--- src/hdl/mode_sysctl_pkg.sv ---
// Package with register map, field layout and reset values of the mode and system control bank
package mode_sysctl_pkg;
    localparam logic [3:0] MODE_STATUS_OFFSET = 4'h0;
    localparam logic [3:0] SYSTEM_CONTROL_OFFSET = 4'h4;
    localparam logic [3:0] MODE_STATUS_LAYOUT_UNUSED = 4'h0;
    localparam int MODE_STATUS_TOP_BIT = 7;
    localparam int MAC_SATURATE_BIT = 7;
    localparam int IRQ_MODE_HI_BIT = 5;
    localparam int IRQ_MODE_LO_BIT = 4;
    localparam int NMI_EDGE_BIT = 3;
    localparam int RAM_ENABLE_BIT = 0;
    localparam logic [7:0] MODE_STATUS_WMASK = 8'h80;
    localparam logic [7:0] SYSTEM_CONTROL_WMASK = 8'hb9;
    localparam logic [7:0] MODE_STATUS_RESET = 8'h80;
    localparam logic [7:0] SYSTEM_CONTROL_RESET = 8'h01;
    localparam logic [2:0] SUPPORTED_MODE_PINS = 3'h7;
    localparam logic [1:0] AXI_RESP_OKAY = 2'h0;
    localparam logic [1:0] AXI_RESP_SLVERR = 2'h2;
    localparam logic [1:0] IRQ_MODE_0 = 2'h0;
    localparam logic [1:0] IRQ_MODE_2 = 2'h2;
    localparam int MEM_SPACE_BYTES = 16777216;

    typedef struct packed {
        logic mac_saturate_sel;
        logic [1:0] irq_ctrl_mode;
        logic nmi_edge_sel;
        logic onchip_ram_enable;
    } sys_ctrl_s;
endpackage

--- src/hdl/mode_system_control_regs.sv ---
// Mode status and system control register bank with AXI4-Lite slave
//
// What this block does
// - Reserved bits read zero, ignore writes
// - Mode status bits latch pins on read
// - Reset clears latched mode pin copies
// - Bit 7 selects saturating multiply-accumulate
// - Bits 5:4 pick interrupt mode, 01/11 banned; write mask still stores 01/11
// - Bit 3 selects NMI active edge
// - Bit 0 enables on-chip RAM, resets one
// - RAM enable restored at reset release
// - Single-chip: on-chip ROM, no external access
// - All port pins are general-purpose
//
// The AXI4-Lite slave port and the address map are this design's own decisions.
`timescale 1ns/1ns
module mode_system_control_regs (
    input wire logic sys_clk,
    input wire logic reset_n,
    input wire logic mode_pin_hi,
    input wire logic mode_pin_mid,
    input wire logic mode_pin_lo,
    input wire logic [3:0] s_axi_awaddr,
    input wire logic s_axi_awvalid,
    output logic s_axi_awready,
    input wire logic [31:0] s_axi_wdata,
    input wire logic [3:0] s_axi_wstrb,
    input wire logic s_axi_wvalid,
    output logic s_axi_wready,
    output logic [1:0] s_axi_bresp,
    output logic s_axi_bvalid,
    input wire logic s_axi_bready,
    input wire logic [3:0] s_axi_araddr,
    input wire logic s_axi_arvalid,
    output logic s_axi_arready,
    output logic [31:0] s_axi_rdata,
    output logic [1:0] s_axi_rresp,
    output logic s_axi_rvalid,
    input wire logic s_axi_rready,
    output logic mac_saturate_sel,
    output logic [1:0] irq_ctrl_mode,
    output logic nmi_edge_sel,
    output logic onchip_ram_enable,
    output logic onchip_rom_enable,
    output logic external_bus_enable,
    output logic ports_general_purpose,
    output logic mode_pins_valid
);

    ////////////////////////////////////////////////////////////////////////
    // Pin synchronisers
    logic [2:0] pins_meta_q;
    logic [2:0] pins_sync_q;

    always_ff @(posedge sys_clk or negedge reset_n) begin
        if (!reset_n) begin
            pins_meta_q <= 3'h0;
            pins_sync_q <= 3'h0;
        end else begin
            pins_meta_q <= {mode_pin_hi, mode_pin_mid, mode_pin_lo};
            pins_sync_q <= pins_meta_q;
        end
    end

    ////////////////////////////////////////////////////////////////////////
    // Write channel: address and data accepted in either order
    logic aw_held_q;
    logic [3:0] aw_addr_q;
    logic w_held_q;
    logic [7:0] w_byte_q;
    logic w_lane_q;
    logic bvalid_q;
    logic [1:0] bresp_q;

    wire aw_take = s_axi_awvalid && s_axi_awready;
    wire w_take = s_axi_wvalid && s_axi_wready;
    wire [3:0] wr_addr = aw_held_q ? aw_addr_q : s_axi_awaddr;
    wire [7:0] wr_byte = w_held_q ? w_byte_q : s_axi_wdata[7:0];
    wire wr_lane = w_held_q ? w_lane_q : s_axi_wstrb[0];
    wire aw_have = aw_held_q || aw_take;
    wire w_have = w_held_q || w_take;
    wire wr_fire = aw_have && w_have && !bvalid_q;
    wire wr_hit_mode = wr_addr == mode_sysctl_pkg::MODE_STATUS_OFFSET;
    wire wr_hit_sys = wr_addr == mode_sysctl_pkg::SYSTEM_CONTROL_OFFSET;
    wire wr_mapped = wr_hit_mode || wr_hit_sys;

    assign s_axi_awready = !aw_held_q && !bvalid_q;
    assign s_axi_wready = !w_held_q && !bvalid_q;
    assign s_axi_bvalid = bvalid_q;
    assign s_axi_bresp = bresp_q;

    always_ff @(posedge sys_clk or negedge reset_n) begin
        if (!reset_n) begin
            aw_held_q <= 1'b0;
            aw_addr_q <= 4'h0;
            w_held_q <= 1'b0;
            w_byte_q <= 8'h00;
            w_lane_q <= 1'b0;
            bvalid_q <= 1'b0;
            bresp_q <= mode_sysctl_pkg::AXI_RESP_OKAY;
        end else begin
            if (wr_fire) begin
                aw_held_q <= 1'b0;
                w_held_q <= 1'b0;
                bvalid_q <= 1'b1;
                bresp_q <= wr_mapped ? mode_sysctl_pkg::AXI_RESP_OKAY
                                     : mode_sysctl_pkg::AXI_RESP_SLVERR;
            end else begin
                if (aw_take) begin
                    aw_held_q <= 1'b1;
                    aw_addr_q <= s_axi_awaddr;
                end
                if (w_take) begin
                    w_held_q <= 1'b1;
                    w_byte_q <= s_axi_wdata[7:0];
                    w_lane_q <= s_axi_wstrb[0];
                end
                if (bvalid_q && s_axi_bready) begin
                    bvalid_q <= 1'b0;
                end
            end
        end
    end

    ////////////////////////////////////////////////////////////////////////
    // Register storage
    logic [7:0] mode_status_q;
    logic [7:0] system_control_q;
    logic [7:0] mode_status_d;
    logic [7:0] system_control_d;

    wire wr_commit = wr_fire && wr_lane;
    wire rd_take = s_axi_arvalid && s_axi_arready;
    wire rd_hit_mode = s_axi_araddr == mode_sysctl_pkg::MODE_STATUS_OFFSET;
    wire rd_hit_sys = s_axi_araddr == mode_sysctl_pkg::SYSTEM_CONTROL_OFFSET;
    wire mode_latch = rd_take && rd_hit_mode;

    function automatic logic [7:0] masked_write(input logic [7:0] old_val,
                                                 input logic [7:0] new_val,
                                                 input logic [7:0] wmask);
        masked_write = (old_val & ~wmask) | (new_val & wmask);
    endfunction

    always_comb begin
        mode_status_d = mode_status_q;
        if (wr_commit && wr_hit_mode) begin
            mode_status_d = masked_write(mode_status_q, wr_byte,
                                         mode_sysctl_pkg::MODE_STATUS_WMASK);
        end
        if (mode_latch) begin
            mode_status_d[2:0] = pins_sync_q;
        end
        mode_status_d[6:3] = mode_sysctl_pkg::MODE_STATUS_LAYOUT_UNUSED;
    end

    always_comb begin
        system_control_d = system_control_q;
        if (wr_commit && wr_hit_sys) begin
            system_control_d = masked_write(system_control_q, wr_byte,
                                            mode_sysctl_pkg::SYSTEM_CONTROL_WMASK);
        end
    end

    always_ff @(posedge sys_clk or negedge reset_n) begin
        if (!reset_n) begin
            mode_status_q <= mode_sysctl_pkg::MODE_STATUS_RESET;
            system_control_q <= mode_sysctl_pkg::SYSTEM_CONTROL_RESET;
        end else begin
            mode_status_q <= mode_status_d;
            system_control_q <= system_control_d;
        end
    end

    ////////////////////////////////////////////////////////////////////////
    // Read channel
    logic rvalid_q;
    logic [31:0] rdata_q;
    logic [1:0] rresp_q;

    wire [7:0] mode_status_view = {mode_status_q[7], 4'h0, pins_sync_q};
    wire [7:0] rd_byte = rd_hit_mode ? mode_status_view
                       : rd_hit_sys ? system_control_q : 8'h00;

    assign s_axi_arready = !rvalid_q;
    assign s_axi_rvalid = rvalid_q;
    assign s_axi_rdata = rdata_q;
    assign s_axi_rresp = rresp_q;

    always_ff @(posedge sys_clk or negedge reset_n) begin
        if (!reset_n) begin
            rvalid_q <= 1'b0;
            rdata_q <= 32'h0000_0000;
            rresp_q <= mode_sysctl_pkg::AXI_RESP_OKAY;
        end else if (rd_take) begin
            rvalid_q <= 1'b1;
            rdata_q <= {24'h00_0000, rd_byte};
            rresp_q <= (rd_hit_mode || rd_hit_sys) ? mode_sysctl_pkg::AXI_RESP_OKAY
                                                    : mode_sysctl_pkg::AXI_RESP_SLVERR;
        end else if (rvalid_q && s_axi_rready) begin
            rvalid_q <= 1'b0;
        end
    end

    ////////////////////////////////////////////////////////////////////////
    // Control outputs
    assign mac_saturate_sel = system_control_q[mode_sysctl_pkg::MAC_SATURATE_BIT];
    assign irq_ctrl_mode = {system_control_q[mode_sysctl_pkg::IRQ_MODE_HI_BIT],
                            system_control_q[mode_sysctl_pkg::IRQ_MODE_LO_BIT]};
    assign nmi_edge_sel = system_control_q[mode_sysctl_pkg::NMI_EDGE_BIT];
    assign onchip_ram_enable = system_control_q[mode_sysctl_pkg::RAM_ENABLE_BIT];
    assign onchip_rom_enable = 1'b1;
    assign external_bus_enable = 1'b0;
    assign ports_general_purpose = 1'b1;
    // Latched pins report the supported mode
    assign mode_pins_valid = mode_status_q[2:0] == mode_sysctl_pkg::SUPPORTED_MODE_PINS;

    ////////////////////////////////////////////////////////////////////////
    // Checks
    mode_reserved_a: assert property (@(posedge sys_clk) disable iff (!reset_n)
        mode_status_q[6:3] == 4'h0)
        else $error("mode status reserved bits not zero");

    sys_reserved_a: assert property (@(posedge sys_clk) disable iff (!reset_n)
        system_control_q[6] == 1'b0 && system_control_q[2:1] == 2'h0)
        else $error("system control reserved bits not zero");

    pin_latch_a: assert property (@(posedge sys_clk) disable iff (!reset_n)
        mode_latch |=> mode_status_q[2:0] == $past(pins_sync_q))
        else $error("mode pins not latched on read");

    pin_hold_a: assert property (@(posedge sys_clk) disable iff (!reset_n)
        !mode_latch |=> $stable(mode_status_q[2:0]))
        else $error("mode copy changed without read");

    sys_write_a: assert property (@(posedge sys_clk) disable iff (!reset_n)
        (wr_commit && wr_hit_sys) |=> system_control_q == ($past(wr_byte) & 8'hb9))
        else $error("system control write wrong");

    sys_stable_a: assert property (@(posedge sys_clk) disable iff (!reset_n)
        !(wr_commit && wr_hit_sys) |=> $stable(system_control_q))
        else $error("system control changed without write");

    ram_enable_a: assert property (@(posedge sys_clk) disable iff (!reset_n)
        onchip_ram_enable == system_control_q[0] && nmi_edge_sel == system_control_q[3])
        else $error("control output mismatch");

    write_resp_a: assert property (@(posedge sys_clk) disable iff (!reset_n)
        wr_fire |=> s_axi_bvalid && (s_axi_bresp == 2'h0) == $past(wr_mapped))
        else $error("write response wrong");

    read_resp_a: assert property (@(posedge sys_clk) disable iff (!reset_n)
        (rd_take && rd_hit_sys) |=> s_axi_rvalid
            && s_axi_rdata == {24'h00_0000, $past(system_control_q)})
        else $error("read data wrong");

    mode_top_a: assert property (@(posedge sys_clk) disable iff (!reset_n)
        (wr_commit && wr_hit_mode) |=> mode_status_q[7] == $past(wr_byte[7]))
        else $error("mode status bit 7 not written");

    write_busy_a: assert property (@(posedge sys_clk) disable iff (!reset_n)
        wr_fire |=> !s_axi_awready && !s_axi_wready)
        else $error("write channels open while response pending");

    bresp_done_a: assert property (@(posedge sys_clk) disable iff (!reset_n)
        s_axi_bvalid && s_axi_bready |=> !s_axi_bvalid)
        else $error("write response not retired");

    rresp_done_a: assert property (@(posedge sys_clk) disable iff (!reset_n)
        s_axi_rvalid && s_axi_rready |=> !s_axi_rvalid)
        else $error("read response not retired");

    bad_read_a: assert property (@(posedge sys_clk) disable iff (!reset_n)
        (rd_take && !rd_hit_mode && !rd_hit_sys) |=> s_axi_rdata == 32'h0000_0000
            && s_axi_rresp == mode_sysctl_pkg::AXI_RESP_SLVERR)
        else $error("unmapped read answer wrong");

    mode_read_a: assert property (@(posedge sys_clk) disable iff (!reset_n)
        (rd_take && rd_hit_mode) |=> s_axi_rdata[6:3] == 4'h0
            && s_axi_rdata[2:0] == $past(pins_sync_q))
        else $error("mode status read data wrong");

    mode_top_read_a: assert property (@(posedge sys_clk) disable iff (!reset_n)
        (rd_take && rd_hit_mode) |=> s_axi_rdata[7] == $past(mode_status_q[7]))
        else $error("mode status bit 7 read wrong");

    upper_zero_a: assert property (@(posedge sys_clk) disable iff (!reset_n)
        s_axi_rvalid |-> s_axi_rdata[31:8] == 24'h00_0000)
        else $error("read data upper bytes not zero");

    bad_write_a: assert property (@(posedge sys_clk) disable iff (!reset_n)
        (wr_fire && !wr_mapped && !mode_latch) |=> $stable(system_control_q)
            && $stable(mode_status_q))
        else $error("unmapped write changed a register");

    lane_off_a: assert property (@(posedge sys_clk) disable iff (!reset_n)
        (wr_fire && !wr_lane && !mode_latch) |=> $stable(system_control_q)
            && $stable(mode_status_q))
        else $error("write without byte lane changed a register");

    pins_keep_a: assert property (@(posedge sys_clk) disable iff (!reset_n)
        (wr_commit && wr_hit_mode && !mode_latch) |=> $stable(mode_status_q[2:0]))
        else $error("write reached mode pin copy");

    reset_irq_a: assert property (@(posedge sys_clk)
        $rose(reset_n) |-> irq_ctrl_mode == mode_sysctl_pkg::IRQ_MODE_0)
        else $error("interrupt mode not cleared by reset");

    reset_mac_a: assert property (@(posedge sys_clk)
        $rose(reset_n) |-> !mac_saturate_sel)
        else $error("saturation select not cleared by reset");

    reset_nmi_a: assert property (@(posedge sys_clk)
        $rose(reset_n) |-> !nmi_edge_sel)
        else $error("nmi edge select not cleared by reset");

    reset_ram_a: assert property (@(posedge sys_clk)
        $rose(reset_n) |-> onchip_ram_enable)
        else $error("ram enable not restored at reset release");

    reset_pins_a: assert property (@(posedge sys_clk)
        $rose(reset_n) |-> !mode_pins_valid
            && mode_status_q == mode_sysctl_pkg::MODE_STATUS_RESET)
        else $error("mode pin copy not released by reset");

    irq_legal_a: assert property (@(posedge sys_clk) disable iff (!reset_n)
        irq_ctrl_mode == mode_sysctl_pkg::IRQ_MODE_0
            || irq_ctrl_mode == mode_sysctl_pkg::IRQ_MODE_2)
        else $error("prohibited interrupt mode present");

    mac_follow_a: assert property (@(posedge sys_clk) disable iff (!reset_n)
        (wr_commit && wr_hit_sys) |=> mac_saturate_sel == $past(wr_byte[7]))
        else $error("saturation select does not follow write");

    irq_follow_a: assert property (@(posedge sys_clk) disable iff (!reset_n)
        (wr_commit && wr_hit_sys) |=> irq_ctrl_mode == $past(wr_byte[5:4]))
        else $error("interrupt mode does not follow write");

    nmi_follow_a: assert property (@(posedge sys_clk) disable iff (!reset_n)
        (wr_commit && wr_hit_sys) |=> nmi_edge_sel == $past(wr_byte[3]))
        else $error("nmi edge select does not follow write");

    ram_follow_a: assert property (@(posedge sys_clk) disable iff (!reset_n)
        (wr_commit && wr_hit_sys) |=> onchip_ram_enable == $past(wr_byte[0]))
        else $error("ram enable does not follow write");

    pins_valid_a: assert property (@(posedge sys_clk) disable iff (!reset_n)
        (mode_latch && pins_sync_q == mode_sysctl_pkg::SUPPORTED_MODE_PINS)
            |=> mode_pins_valid)
        else $error("supported mode not reported after read");

    sync_delay_a: assert property (@(posedge sys_clk) disable iff (!reset_n)
        $past(reset_n) |-> pins_sync_q == $past(pins_meta_q))
        else $error("mode pin synchroniser stage skipped");

endmodule

--- config.mk ---
export PLATFORM = sky130hd
export DESIGN_NAME = mode_system_control_regs
export DESIGN_NICKNAME = d
export VERILOG_FILES = /design/src/hdl/mode_sysctl_pkg.sv /design/src/hdl/mode_system_control_regs.sv
export SDC_FILE = /design/constraint.sdc
export NUM_CORES = 1
export LEC_CHECK = 0
export BUFFER_PORTS_ARGS = -buffer_cell sky130_fd_sc_hd__buf_2
export CORE_UTILIZATION = 40
export DETAILED_ROUTE_END_ITERATION = 12
export PLACE_DENSITY = 0.74
export SETUP_SLACK_MARGIN = 0.05
export SLEW_MARGIN = 10
export SYNTH_ARGS = -nofsm -noshare
export SYNTH_HDL_FRONTEND = slang
export SYNTH_SLANG_ARGS = --single-unit
--- constraint.sdc ---
create_clock -name sys_clk -period 5 [get_ports sys_clk]
set_input_delay 0 -clock sys_clk [delete_from_list [all_inputs] [get_ports sys_clk]]
set_output_delay 0 -clock sys_clk [all_outputs]
set_load 0.01 [all_outputs]
==> results.json, run 1 <==
{
  "grt_most_used_layer": "met2",
  "timing_worst_setup_path_type": "reg2reg",
  "fin_ws_ns": 2.96,
  "clk_latency_ns": 0.29,
  "design.die.area_mm2": 0.00472,
  "globalRoute.totalOverflow": 0,
  "synthesis.yosys.warnings": 0,
  "syn_area_per_cell_um2": 12.5,
  "postSynth.asyncResetShare": 1.00,
  "detail_route.wirelength_um": 2840,
  "grt.met3_usage": 0.0411,
  "yosys.cell_types.count": 25,
  "pwr-share-seq": 0.471,
  "dp_slack_ns": 2.96,
  "hold_end": "aw_held_q",
  "post-route-min-period_ns": 2.04,
  "unrepaired_setup_endpoints_after_global_routing": "no",
  "crit_buf_inv": 0,
  "layout_worst_path_cycle_share": 0.407,
  "core_box_area_mm2": 0.00414,
  "cts_tree": "built",
  "utilization": 0.532,
  "combinationalPowerShare": 0.270,
  "cts-buffers-inserted": 5,
  "sw_frac_of_total": 0.291,
  "initial_core_util": 0.430,
  "cts_root_buffer": "clkbuf_8",
  "htree_levels": 2,
  "crit_path_max_fanout": 12,
  "run_status": "completed",
  "finalSetupViolations": 0,
  "globalplace.congestion": 0.675,
  "synth_edf_count": 0,
  "die-height_um": 68.7,
  "fmax_ghz": 0.491,
  "maxSlewViolCount": 0,
  "holdPathStages": 3,
  "share_clk_of_total_power": 0.259,
  "cts_sinks": 39,
  "io_pins": 104,
  "count_of_cells_along_the_worst_register_to_register_path": 4,
  "critical_path.reg2reg.startpoint": "s_axi_rvalid",
  "layout-area-overhead-vs-synth_pct": 23.8,
  "yosysSeqAreaShare": 0.550,
  "arrival_ns": 2.21,
  "reg2reg_slack_ns": 2.96,
  "worstPathCellList": "nand2b_1 -> or4_1 -> nor2_1 -> mux2_2",
  "static-leakage-power_nw": 1.13,
  "drt-wirelength-per-cell_um": 11.2,
  "antenna_left": 0,
  "synth_area_mm2": 0.00178,
  "drt-vias-per-instance": 4.55,
  "insertedDiodeCount": 0,
  "ctsLongestPathBuffers": 2,
  "dp.final_hpwl_um": 2020,
  "crit_path_start_kind": "register",
  "critical-path-slowest-cell": "or4_1",
  "worst_hold_startpoint": "s_axi_awvalid",
  "ys_dominant_reg_cell": "dfrtp_1",
  "worst_slew_margin_rel": 0.443,
  "worst_slew_pin_slew_ns": 0.836,
  "placed_area_mm2": 0.00192,
  "design.final.nets": 257,
  "grt.total_usage": 0.135,
  "crit_required_ns": 5.18,
  "cts_setup_buffers": 0,
  "setup_total_negative_slack_ns": 0,
  "clock_skew_ns": 0.00465,
  "peakVddDrop_mv": 0.308,
  "worst_hold_slack_ns": 0.00257,
  "cts.reportedPaths.clkPinSlew_ns": 0.08,
  "die_w_um": 68.7,
  "vias": 1155,
  "ys_seq_elements": 39,
  "port_buffers": 44,
  "cellPowerDensity_mw_per_mm2": 455,
  "firstDrtPassIters": 4,
  "gr-usage-met2": 0.238,
  "floorplan.rows": 23,
  "worstSetupEndpointType": "register",
  "max_stage_delay_ns": 0.52,
  "antenna_found_initial": 0,
  "first_global_vias": 1101,
  "synth_cells": 143,
  "cap_violations": 0,
  "grt_max_degree": 40,
  "drc": 0,
  "hold_violations": 0,
  "hold_removal_path_class": "in2reg",
  "intPower_mw": 0.711,
  "grtUsageMet1": 0.147,
  "worst_path_dominant_cell_family": "simple AND/OR/NAND/NOR gates",
  "post_cts_resize_count": 0,
  "critical_path.reg2reg.endpoint": "mode_status_q[2]",
  "final_cell_area_mm2": 0.00220,
  "netSwitchingPower_mw": 0.292,
  "drtIter0Drc": 62,
  "grt_first_pass_wirelength_um": 4600,
  "layout-drive-gt1-share": 0.392
}
state kept, by name, summed over array words and instances, names as in the netlist:
register / flops
w_byte_q: 5
s_axi_rvalid: 1
system_control_q: 5
s_axi_rdata: 8
mode_status_q: 4
w_lane_q: 1
w_held_q: 1
s_axi_bvalid: 1
pins_meta_q: 3
s_axi_bresp: 1
s_axi_rresp: 1
aw_addr_q: 4
aw_held_q: 1
pins_sync_q: 3
logic make-up (layout without fill, tap and decap cells):
| family | count (synthesis) | count (layout) | share of synthesized area |
|---|---|---|---|
| buffers and inverters | 39 | 73 | 0.145 |
| AOI/OAI and AO/OA | 16 | 16 | 0.0625 |
| DFF | 39 | 39 | 0.550 |
| muxes | 28 | 28 | 0.177 |
| other | 2 | 29 | 0.00422 |
| and+or+nand+nor | 19 | 19 | 0.0618 |
synthesized netlist by cell type, drive strengths merged (2+ instances only):
cell type / number / area (µm²)
a32o: 3 / 30.0
mux2i: 3 / 30.0
nand2: 3 / 11.3
dfrtp: 37 / 926
nor2: 6 / 22.5
mux2: 25 / 285
dfstp: 2 / 52.6
and3: 3 / 18.8
buf: 31 / 228
clkbuf: 4 / 15.0
o21ai: 6 / 30.0
a21oi: 3 / 15.0
or4b: 2 / 20.0
inv: 4 / 15.0
conb: 2 / 7.51
a22o: 2 / 17.5
per-layer routing:
layer  vias up  routed length (µm)
met5         -                   0
met4         0                  44
met3         6                 181
met2        51                1360
met1       542                1260
li1        556                   -
worst reg2reg max path, cell delays in order (launching register included):
cell	delay (ns)
dfrtp_1	0.39
nand2b_1	0.33
or4_1	0.52
nor2_1	0.32
mux2_2	0.38
power by group through the flow:
stage / logic [mW] / clock network, mW / registers (mW)
2_1_floorplan: 0.202 / 0 / 0.470
3_3_place_gp: 0.258 / 0 / 0.476
3_5_place_dp: 0.264 / 0 / 0.479
4_1_cts: 0.275 / 0.268 / 0.474
5_1_grt: 0.308 / 0.278 / 0.488
6_report: 0.271 / 0.259 / 0.473
per-stage QoR:
stage / instances / total power, mW
3_3_place_gp: 229 / 0.735
6_report: 254 / 1.00
2_1_floorplan: 170 / 0.672
4_1_cts: 254 / 1.02
3_5_place_dp: 229 / 0.744
5_1_grt: 254 / 1.07
placed cells by master (no fill, tap or decap), types with 2 or more instances in the layout:
| cell type | netlist | layout |
|---|---|---|
| a22o_1 | 2 | 2 |
| or4b_1 | 2 | 2 |
| nor2_1 | 6 | 6 |
| clkbuf_8 | 0 | 5 |
| buf_2 | 2 | 44 |
| nand2_1 | 3 | 3 |
| a21oi_1 | 3 | 3 |
| dlygate4sd3_1 | 0 | 17 |
| dfrtp_1 | 37 | 37 |
| and3_1 | 3 | 3 |
| mux2_2 | 24 | 24 |
| dfstp_2 | 2 | 2 |
| a32o_1 | 3 | 3 |
| mux2i_1 | 3 | 3 |
| inv_1 | 4 | 4 |
| o21ai_0 | 6 | 6 |
| conb_1 | 2 | 29 |
area by class of cell:
cell class                 count  area, µm²
tap                           50       62.6
timing repair buffer          61        390
inverter                       4       15.0
sequential                    39        978
clock inverter                 3       43.8
multi-input combinational     92        646
fill                         378       1940
clock buffer                   5       68.8
what timing repair did:
item,4_1_cts,5_1_grt
setup endpoints to repair,0,0
endpoints found under the hold margin,53,0
hold buffers,17,0
how the worst max path moves through the flow:
stage / start / to / slack (ns) / cells after the start
after detailed placement: s_axi_rvalid / mode_status_q[2] / 2.96 / 4
after floorplan: aw_addr_q[0] / mode_status_q[7] / 3.19 / 4
after global routing: s_axi_rvalid / mode_status_q[0] / 2.81 / 4
after CTS: s_axi_rvalid / mode_status_q[2] / 2.94 / 4
final: s_axi_rvalid / mode_status_q[2] / 2.96 / 4
after global placement: s_axi_rvalid / mode_status_q[1] / 2.99 / 4
No activity file was read; power rests on OpenSTA's default activity.
==> run 2: changes to the inputs <==
- clock period: 5 -> 2 ns (I/O delays scaled with it)
==> results.json, run 2 (synthesized netlist as in run 1, its figures left out) <==
{
  "run_status": "completed",
  "static-leakage-power_nw": 1.13,
  "clock_skew_ns": 0.00537,
  "drt-vias-per-instance": 4.48,
  "antenna_left": 0,
  "ctsLongestPathBuffers": 2,
  "cts.reportedPaths.clkPinSlew_ns": 0.08,
  "globalRoute.totalOverflow": 0,
  "grt_max_degree": 40,
  "drt-wirelength-per-cell_um": 12.0,
  "design.die.area_mm2": 0.00472,
  "setup_total_negative_slack_ns": 0,
  "firstDrtPassIters": 4,
  "finalSetupViolations": 0,
  "utilization": 0.533,
  "dpl.cell_count": 233,
  "antenna_found_initial": 0,
  "cellPowerDensity_mw_per_mm2": 1090,
  "unrepaired_setup_endpoints_after_global_routing": "no",
  "worst_slew_margin_rel": 0.431,
  "cts_root_buffer": "clkbuf_8",
  "multi_input_comb_area_um2": 646,
  "die-height_um": 68.7,
  "pwr-share-seq": 0.484,
  "htree_levels": 2,
  "grt.total_usage": 0.147,
  "hold_removal_path_class": "in2reg",
  "cap_violations": 0,
  "crit_required_ns": 2.22,
  "number_of_flip_flops_under_the_largest_register_name": 8,
  "insertedDiodeCount": 0,
  "vias": 1155,
  "hold_violations": 0,
  "globalplace.congestion": 0.689,
  "maxSlewViolCount": 0,
  "dp.final_hpwl_um": 2140,
  "io_pins": 104,
  "first_global_vias": 1142,
  "worst_slew_pin_slew_ns": 0.854,
  "layout-drive-gt1-share": 0.404,
  "worstSetupEndpointType": "register",
  "layout-area-overhead-vs-synth_pct": 24.0,
  "share_clk_of_total_power": 0.209,
  "clk_latency_ns": 0.29,
  "crit_path_start_kind": "register",
  "crit_path_max_fanout": 3,
  "drtIter0Drc": 31,
  "layout_worst_path_cycle_share": 0.964,
  "port_buffers": 44,
  "netSwitchingPower_mw": 0.736,
  "floorplan.rows": 23,
  "most-common-layout-cells": "44 x buf_2, 36 x dfrtp_1, 29 x conb_1, 24 x mux2_2, 17 x dlygate4sd3_1",
  "cts_sinks": 39,
  "arrival_ns": 2.15,
  "timing_worst_setup_path_type": "reg2reg",
  "register_area_um2": 980,
  "drc": 0,
  "grt_first_pass_wirelength_um": 4840,
  "sw_frac_of_total": 0.305,
  "detail_route.wirelength_um": 3100,
  "layoutNonFillerInstCount": 258,
  "cts-buffers-inserted": 5,
  "final_cell_area_mm2": 0.00221,
  "worst_hold_slack_ns": 0.00738,
  "intPower_mw": 1.68,
  "initial_core_util": 0.430,
  "placed_area_mm2": 0.00195,
  "layout.filler_cells": 385,
  "post-route-min-period_ns": 1.93,
  "die_w_um": 68.7,
  "core_box_area_mm2": 0.00414,
  "peakVddDrop_mv": 0.538,
  "fmax_ghz": 0.518,
  "layout_commonest_cell": "buf_2",
  "cts_setup_buffers": 0,
  "combinationalPowerShare": 0.307,
  "cts_tree": "built",
  "design.final.nets": 261
}
run 2: changes by cell type in the layout (fill, tap and decap cells not counted):
cell and change:
buf_4 +4, clkinv_4 -1, bufinv_16 -1, clkinvlp_4 +1, dfrtp_2 +1, dfrtp_1 -1
clkbuf_1 +1
run 2: cell type report:
class	instances	share of cell area
sequential	39	0.444
multi-input combinational	92	0.292
timing repair buffer	65	0.190
clock buffer	6	0.0329
tap	50	0.0283
inverter	4	0.00680
clock inverter	2	0.00567
run 2: final timing paths:
path / start / slack [ns] / depth (start not counted) / endpoint
worst max-delay path: aw_addr_q[0] / 0.07 / 4 / mode_status_q[7]
min in group asynchronous: reset_n / 0.35 / 2 / s_axi_rdata[0]
max in group asynchronous: reset_n / 1.05 / 2 / aw_held_q
worst max register to register: aw_addr_q[0] / 0.07 / 4 / mode_status_q[7]
worst min-delay path: s_axi_awvalid / 0.007 / 3 / aw_held_q
worst min register to register: pins_meta_q[0] / 0.35 / 0 / pins_sync_q[0]
run 2: power by group through the flow:
stage	Combinational, mW	Clock (mW)	Sequential (mW)
floorplan	0.504	0	1.18
global placement	0.702	0	1.16
detailed placement	0.721	0	1.18
CTS	0.752	0.531	1.16
global route	0.829	0.562	1.20
finish	0.740	0.505	1.17
run 2: layer usage:
metal	track usage	up-vias	wire, µm
met5	0	-	0
met4	0.0842	0	71
met3	0.0428	8	185
met2	0.260	46	1510
met1	0.156	543	1330
li1	-	558	-
run 2: worst max-delay path: stages, from the launching register on:
cell	delay (ns)
dfrtp_1	0.38
or4b_1	0.53
o41ai_1	0.11
or4b_1	0.53
mux2_4	0.31
run 2: metrics by stage:
stage	power (mW)	setup WS, ns
floorplan	1.68	0.190
global placement	1.87	0.107
detailed placement	1.90	0.0975
CTS	2.45	0.0874
global route	2.59	0.0199
finish	2.41	0.0713
run 2: repair_timing:
action | CTS | global route
hold buffers | 17 | 0
resized for setup | 0 | 1
endpoints found under the hold margin | 53 | 0
endpoints found under the setup margin | 0 | 3
==> run 3: changes to the inputs <==
- PLACE_DENSITY: 0.74 -> 0.8
==> results.json, run 3 (synthesized netlist as in run 1, its figures left out) <==
{
  "layout_worst_path_cycle_share": 0.959,
  "floorplan.rows": 23,
  "static-leakage-power_nw": 1.15,
  "first_global_vias": 1085,
  "worst_slew_margin_rel": 0.435,
  "core_box_area_mm2": 0.00414,
  "timing_worst_setup_path_type": "reg2reg",
  "cts-buffers-inserted": 5,
  "insertedDiodeCount": 0,
  "crit_path_max_fanout": 3,
  "layout_commonest_cell": "buf_2",
  "most-common-layout-cells": "44 x buf_2, 36 x dfrtp_1, 29 x conb_1, 24 x mux2_2, 18 x dlygate4sd3_1",
  "maxSlewViolCount": 0,
  "initial_core_util": 0.430,
  "crit_path_start_kind": "register",
  "combinationalPowerShare": 0.296,
  "peakVddDrop_mv": 0.465,
  "layout.filler_cells": 374,
  "design.die.area_mm2": 0.00472,
  "netSwitchingPower_mw": 0.757,
  "port_buffers": 44,
  "dp.final_hpwl_um": 2180,
  "run_status": "completed",
  "io_pins": 104,
  "max_stage_delay_ns": 0.55,
  "antenna_found_initial": 0,
  "hold_violations": 0,
  "post-route-min-period_ns": 1.92,
  "drt-vias-per-instance": 4.57,
  "drc": 0,
  "grt.total_usage": 0.144,
  "cap_violations": 0,
  "cts.reportedPaths.clkPinSlew_ns": 0.08,
  "intPower_mw": 1.82,
  "fmax_ghz": 0.521,
  "grt_first_pass_wirelength_um": 4840,
  "unrepaired_setup_endpoints_after_global_routing": "no",
  "register_area_um2": 980,
  "final_cell_area_mm2": 0.00226,
  "globalplace.congestion": 0.739,
  "cts_tree": "built",
  "detail_route.wirelength_um": 3320,
  "multi_input_comb_area_um2": 659,
  "crit_required_ns": 2.22,
  "firstDrtPassIters": 4,
  "finalSetupViolations": 0,
  "layout-drive-gt1-share": 0.416,
  "drt-wirelength-per-cell_um": 12.8,
  "cts_sinks": 39,
  "crit_buf_inv": 0,
  "placed_area_mm2": 0.00195,
  "worstSetupEndpointType": "register",
  "vias": 1184,
  "critical-path-slowest-cell": "or4b_1",
  "die_w_um": 68.7,
  "worstPathCellList": "or4b_1 -> o41ai_2 -> or4b_4 -> mux2_4",
  "share_clk_of_total_power": 0.251,
  "cellPowerDensity_mw_per_mm2": 1140,
  "setup_total_negative_slack_ns": 0,
  "arrival_ns": 2.14,
  "antenna_left": 0,
  "cts_root_buffer": "clkbuf_8",
  "clock_skew_ns": 0.00858,
  "ctsLongestPathBuffers": 2,
  "hold_removal_path_class": "in2reg",
  "htree_levels": 2,
  "worst_slew_pin_slew_ns": 0.847,
  "grt_max_degree": 40,
  "drtIter0Drc": 33,
  "die-height_um": 68.7,
  "number_of_flip_flops_under_the_largest_register_name": 8,
  "worst_path_dominant_cell_family": "simple AND/OR/NAND/NOR gates",
  "globalRoute.totalOverflow": 0,
  "design.final.nets": 262,
  "layout-area-overhead-vs-synth_pct": 26.8,
  "clk_latency_ns": 0.29,
  "sw_frac_of_total": 0.294,
  "pwr-share-seq": 0.453
}
-- run 3: cell types whose count changed in the layout (fill, tap and decap cells not counted), sizes merged --
cell and delta:
bufinv +1, clkinv -1, dlygate4sd3 +1
-- run 3: cell type report --
cell class | instances | area share
inverter | 4 | 0.00665
multi-input combinational | 92 | 0.292
clock buffer | 6 | 0.0322
timing repair buffer | 66 | 0.191
clock inverter | 2 | 0.0166
sequential | 39 | 0.434
tap | 50 | 0.0277
-- run 3: per-layer routing --
| metal | share of wire | up-vias | GRT usage | routed length [µm] |
|---|---|---|---|---|
| met1 | 0.44 | 580 | 0.181 | 1460 |
| met3 | 0.049 | 7 | 0.0526 | 163 |
| met2 | 0.50 | 37 | 0.229 | 1650 |
| li1 | - | 560 | - | - |
| met5 | 0 | - | 0 | 0 |
| met4 | 0.012 | 0 | 0.0485 | 40 |
-- run 3: power by group through the flow --
stage	logic [mW]	registers [mW]	clock network, mW
floorplan	0.504	1.18	0
global placement	0.713	1.16	0
detailed placement	0.732	1.17	0
CTS	0.759	1.16	0.657
global route	0.843	1.19	0.699
finish	0.762	1.16	0.646
-- run 3: path summary, 6_finish.rpt --
path,startpoint,endpoint,slack (ns),cells after the start
max reg2reg,aw_addr_q[1],mode_status_q[7],0.08,4
max in group asynchronous,reset_n,aw_held_q,1.06,2
max,aw_addr_q[1],mode_status_q[7],0.08,4
min in group asynchronous,reset_n,pins_meta_q[2],0.35,2
min,s_axi_araddr[0],s_axi_rresp[1],0.03,3
min reg2reg,pins_meta_q[1],pins_sync_q[1],0.35,0
-- run 3: repair_timing --
action                                  in CTS  in global routing
gates resized for setup                      0                  4
setup buffers                                0                  0
endpoints found under the setup margin       0                  4
hold endpoints to repair                    54                  0
hold buffers                                18                  0
-- run 3: worst reg2reg max path, delay by kind of cell (launching register included) --
family           cells  cell delay [ns]
AND/OR/NAND/NOR      2             1.06
AO/OA/AOI/OAI        1             0.10
multiplexers         1             0.30
flip-flops           1             0.39
-- run 3: stage by stage --
step                cells  hold slack, ns  setup WS [ns]  utilization  total power [mW]
floorplan             170          -0.296          0.190            -              1.68
global placement      233           0.109          0.105        0.471              1.87
detailed placement    233           0.109          0.108        0.471              1.90
CTS                   259          0.0270          0.104        0.541              2.57
global route          259          0.0345         0.0397        0.545              2.74
finish                259          0.0254         0.0824        0.545              2.57
